**src/mob_pkg.sv**
```systemverilog
// shared constants and carrier types for the man-overboard ais transmit sequencer
package mob_pkg;
   // ****************************************
   // timing figures in their own units
   // ****************************************
   localparam int CLK_HZ      = 10_000_000;
   localparam int SEC_S       = 1;
   localparam int SLOT_FRAME_S = 2;
   localparam int SLOTS_FRAME = 75;
   localparam int BIT_RATE    = 9600;
   localparam int SETTLE_US   = 1000;
   localparam int RAMP_US     = 832;
   localparam int KEY_MAX_US  = 26600;
   localparam int STUCK_S     = 2;
   localparam int EARLY_LO_S  = 10;
   localparam int EARLY_HI_S  = 30;
   localparam int START_MAX_S = 60;
   localparam int TEST_MAX_S  = 300;
   localparam int REFRESH_S   = 60;
   localparam int BIT_CYC     = CLK_HZ / BIT_RATE;
   // ****************************************
   // burst plan
   // ****************************************
   localparam logic [2:0]  LAST_IDX   = 3'h7;
   localparam logic [11:0] BURST_STEP = 12'h04b;
   localparam logic [11:0] MINUTE_GAP = 12'h6bd;
   localparam logic [11:0] RAND_BASE  = 12'h5dc;
   localparam logic [8:0]  RAND_SPAN  = 9'h1c2;
   localparam logic [8:0]  RAND_FOLD  = 9'h100;
   localparam logic [2:0]  M14_A      = 3'h4;
   localparam logic [2:0]  M14_B      = 3'h5;
   // ****************************************
   // frame fields
   // ****************************************
   localparam int FRAME_BITS = 192;
   localparam int PAY_BITS   = 168;
   localparam logic [23:0] TRAIN     = 24'h555555;
   localparam logic [5:0]  TYPE_POS  = 6'h01;
   localparam logic [5:0]  TYPE_TXT  = 6'h0e;
   localparam logic [3:0]  NAV_ACT   = 4'he;
   localparam logic [3:0]  NAV_TEST  = 4'hf;
   localparam logic [27:0] LON_NA    = 28'h6791ac0;
   localparam logic [26:0] LAT_NA    = 27'h3412140;
   localparam logic [11:0] COG_NA    = 12'he10;
   localparam logic [9:0]  SOG_NA    = 10'h3ff;
   localparam logic [8:0]  HDG_NA    = 9'h1ff;
   localparam logic [7:0]  ROT_NA    = 8'h80;
   localparam logic [5:0]  TS_NA     = 6'h3f;
   localparam logic [1:0]  SYNC_LOST = 2'h3;
   localparam logic [59:0] TXT_ACT   = {6'h0d, 6'h0f, 6'h02, 6'h20, 6'h01,
                                        6'h03, 6'h14, 6'h09, 6'h16, 6'h05};
   localparam logic [59:0] TXT_TEST  = {6'h0d, 6'h0f, 6'h02, 6'h20, 6'h14,
                                        6'h05, 6'h13, 6'h14, 6'h00, 6'h00};
   // ****************************************
   // register map
   // ****************************************
   localparam logic [7:0] REG_CTRL   = 8'h00;
   localparam logic [7:0] REG_STATUS = 8'h04;
   localparam logic [7:0] REG_LAT    = 8'h08;
   localparam logic [7:0] REG_LON    = 8'h0c;
   localparam logic [7:0] REG_MMSI   = 8'h10;
   localparam int CTRL_ACT   = 0;
   localparam int CTRL_TEST  = 1;
   localparam int CTRL_EARLY = 2;
   localparam int CTRL_LEAP  = 3;
   localparam logic [1:0] RESP_OK  = 2'h0;
   localparam logic [1:0] RESP_ERR = 2'h2;
   // arbitrary neutral identity, software overwrites it
   localparam logic [29:0] MMSI_RESET = 30'h00000001;

   typedef enum {ST_IDLE, ST_WAIT, ST_RUN, ST_TWAIT, ST_TRUN, ST_DONE} seq_e;
   typedef enum {SR_IDLE, SR_SETTLE, SR_BITS, SR_RAMP} ser_e;

   typedef struct packed {
      logic        fix;
      logic        sog_cog;
      logic        utc_lock;
      logic        pps;
      logic [26:0] lat;
      logic [27:0] lon;
      logic [9:0]  sog;
      logic [11:0] cog;
   } gnss_s;

   typedef struct packed {
      logic key;
      logic data;
      logic chan;
   } radio_s;
endpackage : mob_pkg

```
**src/mob_ais_tx_sequencer.sv**
```systemverilog
// transmit sequencer: slot timing, burst plan, frame serialiser, keying guard, axi4-lite registers
`timescale 1ns/1ps
`default_nettype none
// Functional notes
// - keyed longer than 2 s under fault: hardware cuts the transmitter off.
// - transmit on AIS1 and AIS2 with modified self-organised slots, UTC synchronised.
// - only position report type 1 and safety text type 14 are sent.
// - active mode: nav status 14, text MOB ACTIVE.
// - test mode: nav status 15, text MOB TEST.
// - slot boundaries follow the receiver's UTC pulse.
// - after first fix, position refreshed at least every minute.
// - active start once fix, SOG, COG, UTC lock present, else by 60 s.
// - optional unsynchronised default message between 10 s and 30 s.
// - synchronised correct-position transmissions within 5 minutes of activation.
// - once started, transmission continues whatever the receiver does.
// - without UTC lock the slot timebase free-runs.
// - lost fix: keep sending last valid position.
// - test mode: exactly one burst, only once fix, SOG, COG, time present.
// - test burst waits for UTC lock even with stale UTC parameters.
// - no UTC lock five minutes into test: leave test mode silently.
// - slot frame repeats every two seconds; transmissions start on slot edges.
// - cold start may use only valid stored leap-second data.
// - transmissions in a burst 75 slots apart, alternating channels.
// - test burst: 8 messages, type 14 first and last, type 1 between.
// - no fix: longitude 181, latitude 91, COG not available.
module mob_ais_tx_sequencer #(
   parameter int SEC_CYC    = mob_pkg::SEC_S * mob_pkg::CLK_HZ,
   parameter int SLOT_CYC   = (mob_pkg::SLOT_FRAME_S * mob_pkg::CLK_HZ) / mob_pkg::SLOTS_FRAME,
   parameter int SETTLE_CYC = (mob_pkg::SETTLE_US * (mob_pkg::CLK_HZ / 1000) + 999) / 1000,
   parameter int RAMP_CYC   = (mob_pkg::RAMP_US * (mob_pkg::CLK_HZ / 1000)) / 1000,
   parameter int KEY_MAX_CYC = (mob_pkg::KEY_MAX_US * (mob_pkg::CLK_HZ / 1000)) / 1000,
   parameter int STUCK_CYC  = mob_pkg::STUCK_S * mob_pkg::CLK_HZ
) (
   input  wire logic          aclk,
   input  wire logic          aresetn,
   input  wire logic [7:0]    s_axi_awaddr,
   input  wire logic          s_axi_awvalid,
   output logic               s_axi_awready,
   input  wire logic [31:0]   s_axi_wdata,
   input  wire logic [3:0]    s_axi_wstrb,
   input  wire logic          s_axi_wvalid,
   output logic               s_axi_wready,
   output logic [1:0]         s_axi_bresp,
   output logic               s_axi_bvalid,
   input  wire logic          s_axi_bready,
   input  wire logic [7:0]    s_axi_araddr,
   input  wire logic          s_axi_arvalid,
   output logic               s_axi_arready,
   output logic [31:0]        s_axi_rdata,
   output logic [1:0]         s_axi_rresp,
   output logic               s_axi_rvalid,
   input  wire logic          s_axi_rready,
   input  wire mob_pkg::gnss_s gnss,
   output mob_pkg::radio_s    radio,
   output logic               pos_refresh,
   output logic               leap_aid
);
   // ****************************************
   // registers seen by software
   // ****************************************
   logic [3:0]  ctrl;
   logic [29:0] mmsi;
   logic        aw_held;
   logic        w_held;
   logic [7:0]  aw_addr;
   logic [31:0] w_data;
   logic [3:0]  w_strb;
   logic [31:0] status;

   mob_pkg::seq_e seq;
   mob_pkg::ser_e ser;
   logic        shut;
   logic        abandoned;
   logic        started;
   logic        have_fix;
   logic [7:0]  tx_count;
   logic [26:0] lat_q;
   logic [27:0] lon_q;
   logic [9:0]  sog_q;
   logic [11:0] cog_q;

   function automatic logic mapped(input logic [7:0] a);
      mapped = (a == mob_pkg::REG_CTRL) || (a == mob_pkg::REG_STATUS) || (a == mob_pkg::REG_LAT)
               || (a == mob_pkg::REG_LON) || (a == mob_pkg::REG_MMSI);
   endfunction : mapped

   assign s_axi_awready = !aw_held && !s_axi_bvalid;
   assign s_axi_wready  = !w_held && !s_axi_bvalid;
   assign s_axi_arready = !s_axi_rvalid;
   assign leap_aid      = ctrl[mob_pkg::CTRL_LEAP];

   always_ff @(posedge aclk)
   begin
      if (!aresetn)
      begin
         aw_held <= 1'b0;
         w_held  <= 1'b0;
         aw_addr <= 8'h00;
         w_data  <= 32'h00000000;
         w_strb  <= 4'h0;
      end
      else if (s_axi_bvalid)
      begin
         aw_held <= 1'b0;
         w_held  <= 1'b0;
      end
      else
      begin
         if (s_axi_awvalid && s_axi_awready)
         begin
            aw_held <= 1'b1;
            aw_addr <= s_axi_awaddr;
         end
         if (s_axi_wvalid && s_axi_wready)
         begin
            w_held <= 1'b1;
            w_data <= s_axi_wdata;
            w_strb <= s_axi_wstrb;
         end
      end
   end

   always_ff @(posedge aclk)
   begin
      if (!aresetn)
      begin
         s_axi_bvalid <= 1'b0;
         s_axi_bresp  <= mob_pkg::RESP_OK;
         ctrl         <= 4'h0;
         mmsi         <= mob_pkg::MMSI_RESET;
      end
      else if (s_axi_bvalid)
         s_axi_bvalid <= !s_axi_bready;
      else if (aw_held && w_held)
      begin
         s_axi_bvalid <= 1'b1;
         s_axi_bresp  <= mapped(aw_addr) ? mob_pkg::RESP_OK : mob_pkg::RESP_ERR;
         if (aw_addr == mob_pkg::REG_CTRL && w_strb[0])
            ctrl <= w_data[3:0];
         if (aw_addr == mob_pkg::REG_MMSI)
         begin
            for (int b = 0; b < 4; b++)
               if (w_strb[b])
                  mmsi[b*8 +: 6] <= w_data[b*8 +: 6];
            if (w_strb[0])
               mmsi[7:6] <= w_data[7:6];
            if (w_strb[1])
               mmsi[15:14] <= w_data[15:14];
            if (w_strb[2])
               mmsi[23:22] <= w_data[23:22];
         end
      end
   end

   assign status = {16'h0000, tx_count, have_fix, started, abandoned, shut, 4'(seq)};

   always_ff @(posedge aclk)
   begin
      if (!aresetn)
      begin
         s_axi_rvalid <= 1'b0;
         s_axi_rdata  <= 32'h00000000;
         s_axi_rresp  <= mob_pkg::RESP_OK;
      end
      else if (s_axi_rvalid)
         s_axi_rvalid <= !s_axi_rready;
      else if (s_axi_arvalid)
      begin
         s_axi_rvalid <= 1'b1;
         s_axi_rresp  <= mapped(s_axi_araddr) ? mob_pkg::RESP_OK : mob_pkg::RESP_ERR;
         case (s_axi_araddr)
            mob_pkg::REG_CTRL:   s_axi_rdata <= {28'h0000000, ctrl};
            mob_pkg::REG_STATUS: s_axi_rdata <= status;
            mob_pkg::REG_LAT:    s_axi_rdata <= {5'h00, lat_q};
            mob_pkg::REG_LON:    s_axi_rdata <= {4'h0, lon_q};
            mob_pkg::REG_MMSI:   s_axi_rdata <= {2'h0, mmsi};
            default:             s_axi_rdata <= 32'h00000000;
         endcase
      end
   end

   // ****************************************
   // timebase: seconds, utc second and slots
   // ****************************************
   logic [23:0] sec_cnt;
   logic [8:0]  secs;
   logic [5:0]  utc_sec;
   logic [5:0]  refresh_sec;
   logic        pps_q;
   logic        pps_rise;
   logic [19:0] slot_cyc;
   logic [6:0]  slot_no;
   logic        slot_tick;
   logic        sec_tick;

   assign sec_tick  = (sec_cnt == 24'(SEC_CYC - 1));
   assign pps_rise  = gnss.pps && !pps_q;
   assign slot_tick = (slot_cyc == 20'(SLOT_CYC - 1));

   always_ff @(posedge aclk)
   begin
      if (!aresetn)
      begin
         sec_cnt <= 24'h000000;
         pps_q   <= 1'b0;
         utc_sec <= 6'h00;
      end
      else
      begin
         pps_q   <= gnss.pps;
         sec_cnt <= sec_tick ? 24'h000000 : sec_cnt + 24'h000001;
         if (pps_rise && gnss.utc_lock)
            utc_sec <= (utc_sec == 6'h3b) ? 6'h00 : utc_sec + 6'h01;
      end
   end

   // locked: every even utc second restarts the 75-slot frame; unlocked: free-run
   always_ff @(posedge aclk)
   begin
      if (!aresetn)
      begin
         slot_cyc <= 20'h00000;
         slot_no  <= 7'h00;
      end
      else if (pps_rise && gnss.utc_lock && utc_sec[0])
      begin
         slot_cyc <= 20'h00000;
         slot_no  <= 7'h00;
      end
      else if (slot_tick)
      begin
         slot_cyc <= 20'h00000;
         slot_no  <= (slot_no == 7'(mob_pkg::SLOTS_FRAME - 1)) ? 7'h00 : slot_no + 7'h01;
      end
      else
         slot_cyc <= slot_cyc + 20'h00001;
   end

   // ****************************************
   // position store
   // ****************************************
   always_ff @(posedge aclk)
   begin
      if (!aresetn)
      begin
         have_fix <= 1'b0;
         lat_q    <= mob_pkg::LAT_NA;
         lon_q    <= mob_pkg::LON_NA;
         sog_q    <= mob_pkg::SOG_NA;
         cog_q    <= mob_pkg::COG_NA;
      end
      else if (gnss.fix && gnss.sog_cog)
      begin
         have_fix <= 1'b1;
         lat_q    <= gnss.lat;
         lon_q    <= gnss.lon;
         sog_q    <= gnss.sog;
         cog_q    <= gnss.cog;
      end
   end

   always_ff @(posedge aclk)
   begin
      if (!aresetn)
      begin
         refresh_sec <= 6'h00;
         pos_refresh <= 1'b0;
      end
      else
      begin
         pos_refresh <= 1'b0;
         if (have_fix && sec_tick)
         begin
            refresh_sec <= (refresh_sec == 6'(mob_pkg::REFRESH_S - 1)) ? 6'h00 : refresh_sec + 6'h01;
            pos_refresh <= (refresh_sec == 6'(mob_pkg::REFRESH_S - 1));
         end
      end
   end

   // ****************************************
   // sequencer
   // ****************************************
   logic        ready_all;
   logic        act;
   logic        early_done;
   logic [2:0]  burst_idx;
   logic [2:0]  tx_idx;
   logic [11:0] wait_slots;
   logic [15:0] lfsr;
   logic        fire;
   logic        fire_unsync;
   logic        chan;
   logic [8:0]  rnd;
   logic        ser_busy;

   assign act       = ctrl[mob_pkg::CTRL_ACT];
   assign ready_all = gnss.fix && gnss.sog_cog && gnss.utc_lock;
   assign rnd       = (lfsr[8:0] > mob_pkg::RAND_SPAN) ? lfsr[8:0] - mob_pkg::RAND_FOLD : lfsr[8:0];
   assign fire      = slot_tick && wait_slots == 12'h000 && !ser_busy
                      && (seq == mob_pkg::ST_RUN || seq == mob_pkg::ST_TRUN);
   assign fire_unsync = seq == mob_pkg::ST_WAIT && ctrl[mob_pkg::CTRL_EARLY] && !early_done && !ser_busy
                      && secs >= 9'(mob_pkg::EARLY_LO_S) && secs < 9'(mob_pkg::EARLY_HI_S);

   always_ff @(posedge aclk)
   begin
      if (!aresetn)
         lfsr <= 16'hace1;
      else
         lfsr <= {lfsr[14:0], lfsr[15] ^ lfsr[13] ^ lfsr[12] ^ lfsr[10]};
   end

   always_ff @(posedge aclk)
   begin
      if (!aresetn)
      begin
         seq        <= mob_pkg::ST_IDLE;
         secs       <= 9'h000;
         started    <= 1'b0;
         abandoned  <= 1'b0;
         early_done <= 1'b0;
         burst_idx  <= 3'h0;
         tx_idx     <= 3'h0;
         wait_slots <= 12'h000;
         chan       <= 1'b0;
         tx_count   <= 8'h00;
      end
      else if (!act)
         seq <= mob_pkg::ST_IDLE;
      else
      begin
         if (sec_tick && secs != 9'h1ff)
            secs <= secs + 9'h001;
         if (fire || fire_unsync)
            tx_count <= tx_count + 8'h01;
         if (slot_tick && wait_slots != 12'h000)
            wait_slots <= wait_slots - 12'h001;
         case (seq)
            mob_pkg::ST_IDLE:
            begin
               secs       <= 9'h000;
               started    <= 1'b0;
               abandoned  <= 1'b0;
               early_done <= 1'b0;
               burst_idx  <= 3'h0;
               tx_idx     <= 3'h0;
               wait_slots <= 12'h000;
               chan       <= 1'b0;
               tx_count   <= 8'h00;
               seq <= ctrl[mob_pkg::CTRL_TEST] ? mob_pkg::ST_TWAIT : mob_pkg::ST_WAIT;
            end
            mob_pkg::ST_WAIT:
            begin
               if (fire_unsync)
                  early_done <= 1'b1;
               if (ready_all || secs >= 9'(mob_pkg::START_MAX_S))
               begin
                  seq     <= mob_pkg::ST_RUN;
                  started <= 1'b1;
               end
            end
            mob_pkg::ST_RUN:
               if (fire)
               begin
                  chan   <= !chan;
                  tx_idx <= tx_idx + 3'h1;
                  if (tx_idx != mob_pkg::LAST_IDX)
                     wait_slots <= mob_pkg::BURST_STEP - 12'h001;
                  else
                  begin
                     burst_idx  <= burst_idx + 3'h1;
                     wait_slots <= (burst_idx == mob_pkg::LAST_IDX)
                                   ? mob_pkg::RAND_BASE + 12'(rnd) : mob_pkg::MINUTE_GAP;
                  end
               end
            mob_pkg::ST_TWAIT:
               if (ready_all)
                  seq <= mob_pkg::ST_TRUN;
               else if (secs >= 9'(mob_pkg::TEST_MAX_S))
               begin
                  seq       <= mob_pkg::ST_DONE;
                  abandoned <= 1'b1;
               end
            mob_pkg::ST_TRUN:
               if (fire)
               begin
                  chan       <= !chan;
                  tx_idx     <= tx_idx + 3'h1;
                  wait_slots <= mob_pkg::BURST_STEP - 12'h001;
                  if (tx_idx == mob_pkg::LAST_IDX)
                     seq <= mob_pkg::ST_DONE;
               end
            mob_pkg::ST_DONE:
               seq <= mob_pkg::ST_DONE;
            default:
               seq <= mob_pkg::ST_IDLE;
         endcase
      end
   end

   // ****************************************
   // message content
   // ****************************************
   logic        test;
   logic        is_txt;
   logic [2:0]  tmo;
   logic [13:0] sub;
   logic [18:0] comm;
   logic [5:0]  ts;
   logic [167:0] payload;

   assign test   = (seq == mob_pkg::ST_TRUN);
   assign is_txt = test ? (tx_idx == 3'h0 || tx_idx == mob_pkg::LAST_IDX)
                        : ((burst_idx == 3'h0 || burst_idx == mob_pkg::M14_A)
                           && (tx_idx == mob_pkg::M14_A || tx_idx == mob_pkg::M14_B));
   assign tmo    = test ? 3'h0 : mob_pkg::LAST_IDX - burst_idx;
   assign ts     = gnss.fix ? utc_sec : mob_pkg::TS_NA;

   always_comb
   begin
      sub = 14'h0000;
      if (!test)
         case (tmo)
            3'h0:       sub = 14'(mob_pkg::MINUTE_GAP);
            3'h1:       sub = {8'h00, utc_sec};
            3'h2, 3'h4, 3'h6: sub = {7'h00, slot_no};
            default:    sub = 14'h0000;
         endcase
   end

   assign comm = {gnss.utc_lock ? 2'h0 : mob_pkg::SYNC_LOST, tmo, sub};

   // defaults stand in the store until a first fix arrives
   always_comb
   begin
      if (is_txt && !fire_unsync)
         payload = {mob_pkg::TYPE_TXT, 2'h0, mmsi, 2'h0,
                    test ? mob_pkg::TXT_TEST : mob_pkg::TXT_ACT, 68'h0};
      else
         payload = {mob_pkg::TYPE_POS, 2'h0, mmsi,
                    test ? mob_pkg::NAV_TEST : mob_pkg::NAV_ACT,
                    mob_pkg::ROT_NA,
                    fire_unsync ? mob_pkg::SOG_NA : sog_q, 1'b0,
                    fire_unsync ? mob_pkg::LON_NA : lon_q,
                    fire_unsync ? mob_pkg::LAT_NA : lat_q,
                    fire_unsync ? mob_pkg::COG_NA : cog_q,
                    mob_pkg::HDG_NA, fire_unsync ? mob_pkg::TS_NA : ts,
                    6'h00, comm};
   end

   // ****************************************
   // serialiser and keying guards
   // ****************************************
   logic [191:0] shreg;
   logic [7:0]  bit_left;
   logic [17:0] phase;
   logic [18:0] key_cyc;
   logic [24:0] stuck_cyc;
   logic        ser_key;
   logic        nrzi;
   logic        tx_chan;

   assign ser_busy = (ser != mob_pkg::SR_IDLE);
   assign ser_key  = ser_busy;

   always_ff @(posedge aclk)
   begin
      if (!aresetn)
      begin
         ser      <= mob_pkg::SR_IDLE;
         shreg    <= '0;
         bit_left <= 8'h00;
         phase    <= 18'h00000;
         key_cyc  <= 19'h00000;
         nrzi     <= 1'b0;
         tx_chan  <= 1'b0;
      end
      else
      begin
         key_cyc <= ser_busy ? key_cyc + 19'h00001 : 19'h00000;
         phase   <= phase + 18'h00001;
         case (ser)
            mob_pkg::SR_IDLE:
               if ((fire || fire_unsync) && !shut)
               begin
                  ser      <= mob_pkg::SR_SETTLE;
                  shreg    <= {mob_pkg::TRAIN, payload};
                  bit_left <= 8'(mob_pkg::FRAME_BITS);
                  tx_chan  <= chan;
                  phase    <= 18'h00000;
               end
            mob_pkg::SR_SETTLE:
               if (phase == 18'(SETTLE_CYC - 1))
               begin
                  ser   <= mob_pkg::SR_BITS;
                  phase <= 18'h00000;
               end
            mob_pkg::SR_BITS:
               if (phase == 18'(mob_pkg::BIT_CYC - 1))
               begin
                  phase    <= 18'h00000;
                  nrzi     <= shreg[191] ? nrzi : !nrzi;
                  shreg    <= {shreg[190:0], 1'b0};
                  bit_left <= bit_left - 8'h01;
                  if (bit_left == 8'h01)
                     ser <= mob_pkg::SR_RAMP;
               end
            mob_pkg::SR_RAMP:
               if (phase == 18'(RAMP_CYC - 1))
                  ser <= mob_pkg::SR_IDLE;
            default:
               ser <= mob_pkg::SR_IDLE;
         endcase
         if (ser_busy && (key_cyc == 19'(KEY_MAX_CYC - 1) || shut))
            ser <= mob_pkg::SR_IDLE;
      end
   end

   // watchdog sits on the key itself so it catches a hung sequencer too
   always_ff @(posedge aclk)
   begin
      if (!aresetn)
      begin
         stuck_cyc <= 25'h0000000;
         shut      <= 1'b0;
      end
      else
      begin
         stuck_cyc <= ser_key ? stuck_cyc + 25'h0000001 : 25'h0000000;
         if (stuck_cyc == 25'(STUCK_CYC))
            shut <= 1'b1;
      end
   end

   assign radio.key  = ser_key && !shut;
   assign radio.data = nrzi;
   assign radio.chan = tx_chan;
endmodule : mob_ais_tx_sequencer
`default_nettype wire

```
**config.mk**
```make
export PLATFORM = sky130hd
export DESIGN_NAME = mob_ais_tx_sequencer
export DESIGN_NICKNAME = d
export VERILOG_FILES = /design/src/mob_pkg.sv /design/src/mob_ais_tx_sequencer.sv
export SDC_FILE = /design/constraint.sdc
export NUM_CORES = 1
export LEC_CHECK = 0
export ABC_CLOCK_PERIOD_IN_PS = 3030
export BUFFER_PORTS_ARGS = -buffer_cell sky130_fd_sc_hd__clkbuf_2
export CAP_MARGIN = 20
export CORE_MARGIN = 5
export CORE_UTILIZATION = 45
export DETAILED_ROUTE_END_ITERATION = 7
export PLACE_DENSITY_LB_ADDON = 0.25
export SYNTH_ARGS = -nofsm -noshare
export SYNTH_HDL_FRONTEND = slang
export SYNTH_SLANG_ARGS = --single-unit
```
**constraint.sdc**
```tcl
create_clock -name aclk -period 3.03 [get_ports aclk]
set_input_delay 0 -clock aclk [delete_from_list [all_inputs] [get_ports aclk]]
set_output_delay 0 -clock aclk [all_outputs]
set_load 0.05 [all_outputs]
```
==> results of run 1 <==
## per-layer routing
metal | routed length (µm) | up-vias | part of all wire
met1 | 30600 | 10800 | 0.44
met2 | 32600 | 601 | 0.47
met3 | 3870 | 119 | 0.056
met4 | 1820 | 0 | 0.026
met5 | 0 | - | 0
li1 | - | 11000 | -
## cells in the mapped netlist, types with 22 or more instances
cell and number:
clkbuf_1 150, nor2_1 332, dfxtp_1 580, nand2_1 497, xor2_1 67, a31oi_1 24, nor3_1 71, nor4_1 23
ha_1 32, o21ai_0 73, o211ai_1 23, nand3_1 155, or3_1 30, mux2i_1 64, nand4_1 47, inv_1 39
a211oi_1 63, a21oi_1 267, buf_2 39, xnor2_1 47, a221oi_1 56, and3_1 30, a22oi_1 22
## metrics by stage
| step | hold slack (ns) | util | area, µm² | setup slack, ns | instances |
|---|---|---|---|---|---|
| floorplan | 0.100 | - | 24800 | 0.601 | 2990 |
| global placement | 0.188 | 0.480 | 26300 | 0.360 | 3719 |
| detailed placement | 0.211 | 0.480 | 26300 | 0.304 | 3720 |
| CTS | 0.0317 | 0.543 | 29800 | 0.263 | 3970 |
| global route | 0.0847 | 0.543 | 29800 | 0.0348 | 3971 |
| finish | 0.0728 | 0.543 | 29800 | 0.301 | 3971 |
## power breakdown
part | internal [W] | switching, W | total [W]
logic | 0.000355 | 0.000481 | 0.000836
registers | 0.00776 | 0.000121 | 0.00788
clock network | 0.00447 | 0.00309 | 0.00757
total | 0.0126 | 0.00370 | 0.0163
## final cells by class
cell class,count,share of cell area
multi-input cells,2151,0.409
well taps,704,0.0296
inverters,41,0.00542
repair buffers,384,0.0982
clock buffers,90,0.0596
flip-flops and latches,580,0.390
clock inverters,21,0.00877
## state kept, by name, indices dropped and copies added, names as in the netlist, 4 cells and up
register and count:
s_axi_rdata 30, key_cyc 19, aw_addr 8, mmsi 30, lfsr 16, shreg 192, tx_count 8, lon_q 28
refresh_sec 6, utc_sec 6, slot_cyc 20, w_strb 4, phase 18, secs 9, wait_slots 12, sec_cnt 24
lat_q 27, bit_left 8, ctrl 4, w_data 30, slot_no 7, stuck_cyc 25, sog_q 10, cog_q 12
## logic make-up after synthesis
family | after synthesis | synth area share
buffers and inverters | 259 | 0.0427
multiplexers | 65 | 0.0263
adder cells (fa/ha/maj) | 32 | 0.0162
AND/OR/NAND/NOR | 1299 | 0.241
XOR/XNOR | 114 | 0.0403
other | 1 | 0.000151
AO/OA/AOI/OAI | 637 | 0.165
flip-flops | 580 | 0.468
## cells in the final DEF, fill, tap and decap left out, drive strengths merged, types with 24 or more instances in the layout
cell type / n
dfxtp: 580
nand2: 497
nor2: 332
clkbuf: 268
a21oi: 267
nand3: 155
dlygate4sd3: 139
o21ai: 76
nor3: 72
xor2: 67
buf: 67
mux2i: 64
a211oi: 63
a221oi: 56
nand4: 47
xnor2: 47
inv: 44
ha: 32
and3: 30
or3: 30
nor4: 26
a31oi: 24
## timing repair
action | CTS | global route
setup endpoints to repair | 0 | 0
endpoints found under the hold margin | 188 | 0
hold buffers | 139 | 0
## how the worst max path moves through the flow
stage | from | endpoint
finish | slot_cyc[0]$_SDFF_PP0_ | shreg[90]$_SDFFE_PN0P_
global route | slot_cyc[0]$_SDFF_PP0_ | shreg[90]$_SDFFE_PN0P_
CTS | slot_cyc[0]$_SDFF_PP0_ | shreg[90]$_SDFFE_PN0P_
detailed placement | slot_cyc[0]$_SDFF_PP0_ | shreg[90]$_SDFFE_PN0P_
global placement | ser[0]$_SDFFE_PP0P_ | shreg[90]$_SDFFE_PN0P_
floorplan | ser[0]$_SDFFE_PP0P_ | phase[13]$_SDFF_PN0_
## worst min-delay path, stage by stage
cell	delay, ns
clkbuf_2	0.12
nor2b_1	0.05
and3_1	0.17
buf_4	0.20
nor2_1	0.12
==> results.txt, run 1 <==
status - finished clean
Slew HR - 0.310
Critical-path top delay cell - nor4_4
Register Area - 11600 µm²
ANT cells - 0
First-pass DRT Iterations - 5
WHS Endpoint - s_axi_rresp[1]$_SDFFE_PN0P_
synth unique cells - 81
fraction of registers with async set/reset - 0
Post-CTS Setup Inserts - 0
CP Class - register to register
clock latency on the worst-skew pair - 0.62 ns
sequential area share after synthesis - 0.468
initial detailed-routing violation count - 1515
M2 GR Usage - 0.370
Post-synth top flop - dfxtp_1
vias - 22500
Warnings, synthesis - 0
class of the worst hold path - input port to register
HP Start - s_axi_araddr[6]
worst stage delay on the critical path - 0.47 ns
site row count - 86
Max IR drop VDD - 0.000502 V
I/O Pins - 186
starting density of the core - 0.452
dominant cell type by area after synthesis - dfxtp_1
GRT Overall Usage - 0.221
post-cts resize count - 0
Final ANT Viol Nets - 0
RSZ-0062 raised after global routing - false
CP Capture Type - register
Die Ht - 245 µm
worst-margin pin slew - 1.03 ns
Area Growth Syn to Fin - 20.2%
CTS tree - yes
M3 GR Usage - 0.0348
CP Launch Type - register
Crit path depth - 8
# clock sinks - 580
DP HPWL - 45.8 mm
Max FO, Critical Path - 79
Mapped Area - 24800 µm²
DR DRC count - 0
fillers - 4965
Overflow after GRT - 0
r2r endpoint - shreg[90]$_SDFFE_PN0P_
die area - 59900 µm²
number of CTS-inserted buffers - 61
Hold Path Cell Cnt - 5
final setup fails - 0
total power - 0.0163 W
arrival time of the worst setup path - 3.27 ns
H-tree levels - 2
CP required - 3.57 ns
MaxCap Viol Count - 0
CTS Buffer Depth - 3
PortBufs - 179
Fin. Hold Viols - 0
Top delay family on crit path - simple AND/OR/NAND/NOR gates
core footprint - 54900 µm²
PD cells - 546 nW/µm²
fmax - 0.366 GHz
placer's final routability congestion estimate - 0.885
DRT Wirelength - 68.8 mm
Layout Nets - 3391
Tmin final - 2.73 ns
root buffer cell - clkbuf_16
largest cells by area after synthesis - dfxtp_1 47%, nand2_1 7.5%, a21oi_1 5.4%
Critical Path, Cell by Cell - ha_1 -> nand4b_1 -> nand4b_2 -> nor4_4 -> o311a_4 -> buf_12 -> o221ai_1 -> a21oi_1
reg-to-reg slack, setup - 0.30 ns
wire per inst - 17.3 µm
share of the synthesized area in the top cell type - 0.468
gate count after technology mapping - 2987
Die X - 245 µm
Final period util - 0.901
Slew Limit Fails - 0
Syn Area/Cell - 8.30 µm²
first-pass GRT wire length - 112 mm
initial antenna violation count - 0
Multi-input gate area - 12200 µm²
setup TNS - 0 ns
share of layout cells above drive strength 1 - 0.114
via-per-instance ratio - 5.66
Final Skew - 0.0224 ns
r2r startpoint - slot_cyc[0]$_SDFF_PP0_
r2r worst-path depth - 8
Static Leakage - 10.9 nW
vias in the first global route - 22000
Buf/Inv on CP - 1
Post-synth EDFFs - 0
flops & latches, synth - 580
layer carrying the most global-route usage - met2
Worst-path clk slew - 0.06 ns
pin count of the biggest net entering global routing - 131
M1 GR Usage - 0.297
Note: power is estimated with default switching activity, not from simulation.
==> run 2: changes to the inputs <==
Settings changed: ABC_CLOCK_PERIOD_IN_PS 3030 to 2400, RECOVER_POWER from default to 25.
Clock period 3.03 ns to 2.4 ns, I/O delays scaled along.
==> results.txt, run 2 (synthesized netlist as in run 1, its figures left out) <==
Top delay family on crit path - simple AND/OR/NAND/NOR gates
Worst-path clk slew - 0.07 ns (about the same)
Slew Limit Fails - 0 (unchanged)
worst-margin pin slew - 1.14 ns (+0.106 ns)
PortBufs - 179 (unchanged)
worst stage delay on the critical path - 0.34 ns (-0.13 ns)
most frequent cells in the layout - 576 x dfxtp_1, 496 x nand2_1, 316 x nor2_1
fin worst setup slack - -0.124 ns (-0.425 ns)
site row count - 86 (unchanged)
Layout Nets - 3586 (+5.8%)
Overflow after GRT - 0 (unchanged)
Final Skew - 0.0328 ns (+0.0104 ns)
worst hold margin - 0.0459 ns (-0.0268 ns)
CP required - 2.95 ns (-0.62 ns)
H-tree levels - 2 (unchanged)
Top reg by flops - shreg
vias - 23600 (+4.8%)
Crit path top cell by count - buf_12
initial detailed-routing violation count - 1685 (+11%)
Max IR drop VDD - 0.000590 V (+18%)
most common cell after layout, fill and taps aside - dfxtp_1
Max FO, Critical Path - 7 (-91%)
First-pass DRT Iterations - 7 (+2)
DP HPWL - 46.3 mm (+1.0%)
Buf/Inv on CP - 5 (+4)
CTS Buffer Depth - 3 (unchanged)
Die Ht - 245 µm (unchanged)
RSZ-0062 raised after global routing - true
root buffer cell - clkbuf_16
vias in the first global route - 22700 (+3.4%)
I/O Pins - 186 (unchanged)
CP Launch Type - register
failing checks - negative setup slack
Finished Core Util - 0.593 (+0.0500)
max reg flops - 192 (unchanged)
GRT Overall Usage - 0.228 (+0.00647)
CP Class - register to register
first-pass GRT wire length - 115 mm (+2.7%)
wire per inst - 17.8 µm (+2.4%)
Slew HR - 0.235 (-0.0744)
CTS tree - yes
via-per-instance ratio - 5.65 (-0.13%)
pin count of the biggest net entering global routing - 145 (+11%)
Final period util - 1.05 (+0.151)
Tmin final - 2.52 ns (-0.205 ns)
Critical-path top delay cell - nor4_4
DR DRC count - 0 (unchanged)
fillers - 4656 (-6.2%)
starting density of the core - 0.452 (unchanged)
CP Capture Type - register
core footprint - 54900 µm² (unchanged)
Die X - 245 µm (unchanged)
Critical Path, Cell by Cell - inv_1 -> ha_4 -> nor3b_4 -> nand4_1 -> nor4_4 -> buf_4 -> o311a_4 -> buf_12 -> buf_12 -> clkbuf_16 -> nor2_1 -> a211oi_2
initial antenna violation count - 3 (+3)
share of layout cells above drive strength 1 - 0.155 (+0.0410)
# clock sinks - 580 (unchanged)
Area Growth Syn to Fin - 31.3%
DRT Wirelength - 74.0 mm (+7.5%)
Fin. Hold Viols - 0 (unchanged)
die area - 59900 µm² (unchanged)
class of the worst hold path - input port to register
number of CTS-inserted buffers - 60 (-1.6%)
Final ANT Viol Nets - 0 (unchanged)
PD cells - 649 nW/µm² (+19%)
status - complete, but fails checks
clock latency on the worst-skew pair - 0.64 ns (+0.02 ns)
Static Leakage - 12.2 nW (+12%)
MaxCap Viol Count - 0 (unchanged)
final setup fails - 100 (+100)
arrival time of the worst setup path - 3.08 ns (-0.19 ns)
placer's final routability congestion estimate - 0.859 (-2.9%)
fmax - 0.396 GHz (+8.1%)
==> run 2: cell count changes in the layout (fill, tap and decap cells not counted), moves of 29 or more <==
cell	change
buf_4	+52
clkbuf_2	-34
dlygate4sd3_1	+103
clkbuf_1	+29
==> run 2: per-stage QoR <==
stage	power [W]	setup TNS [ns]	instances	setup WS (ns)	instance area, µm²
2_1_floorplan	0.0106	0	2990	0.0154	24800
3_3_place_gp	0.0110	-0.658	3783	-0.0381	27000
3_5_place_dp	0.0110	-2.95	3783	-0.0869	27000
4_1_cts	0.0212	-0.0324	4137	-0.0324	31600
5_1_grt	0.0218	-30.87	4166	-0.267	32500
6_report	0.0211	-3.71	4168	-0.124	32500
==> run 2: timing repair <==
action,in CTS,in global routing
setup buffers,2,15
endpoints found under the setup margin,112,219
hold buffers,242,0
pin swaps,4,79
endpoints found under the hold margin,164,0
cloned,1,14
gates resized for setup,5,152
==> run 2: area by class of cell <==
type / instances / area, µm² / share of cell area
Multi-Input combinational cell: 2151 / 12700 / 0.390
Sequential cell: 580 / 11600 / 0.357
Antenna cell: 3 / 7.51 / 0.000231
Clock inverter: 33 / 480 / 0.0148
Inverter: 41 / 161 / 0.00496
Timing Repair Buffer: 580 / 5050 / 0.155
Tap cell: 704 / 881 / 0.0271
Clock buffer: 76 / 1640 / 0.0504
==> run 2: path summary, 6_finish.rpt <==
kind	from	to	slack (ns)	cells after the start
setup / recovery	wait_slots[0]$_SDFFE_PN0P_	shreg[65]$_SDFFE_PN0P_	-0.12	12
hold / removal	s_axi_araddr[2]	s_axi_rdata[3]$_SDFFE_PN0P_	0.05	5
setup reg to reg	wait_slots[0]$_SDFFE_PN0P_	shreg[65]$_SDFFE_PN0P_	-0.12	12
hold reg to reg	lfsr[14]$_SDFF_PN0_	lfsr[15]$_SDFF_PN1_	0.42	1
==> run 2: power by group <==
part	total, W	switching [W]	internal [W]
Clock	0.00997	0.00403	0.00594
Combinational	0.00121	0.000647	0.000567
Sequential	0.00995	0.000161	0.00979
Total	0.0211	0.00484	0.0163
==> run 2: metal layers <==
metal	up-vias	GRT usage	wire length (µm)
met5	-	0	13
met4	2	0.0810	2330
met3	160	0.0380	4450
met2	739	0.380	35500
met1	11300	0.300	31700
li1	11400	-	-
==> run 2: tightest hold or removal path, stage by stage <==
cell,delay (ns)
clkbuf_2,0.19
nor2_1,0.14
a22o_1,0.13
a21oi_1,0.05
o21ai_0,0.14
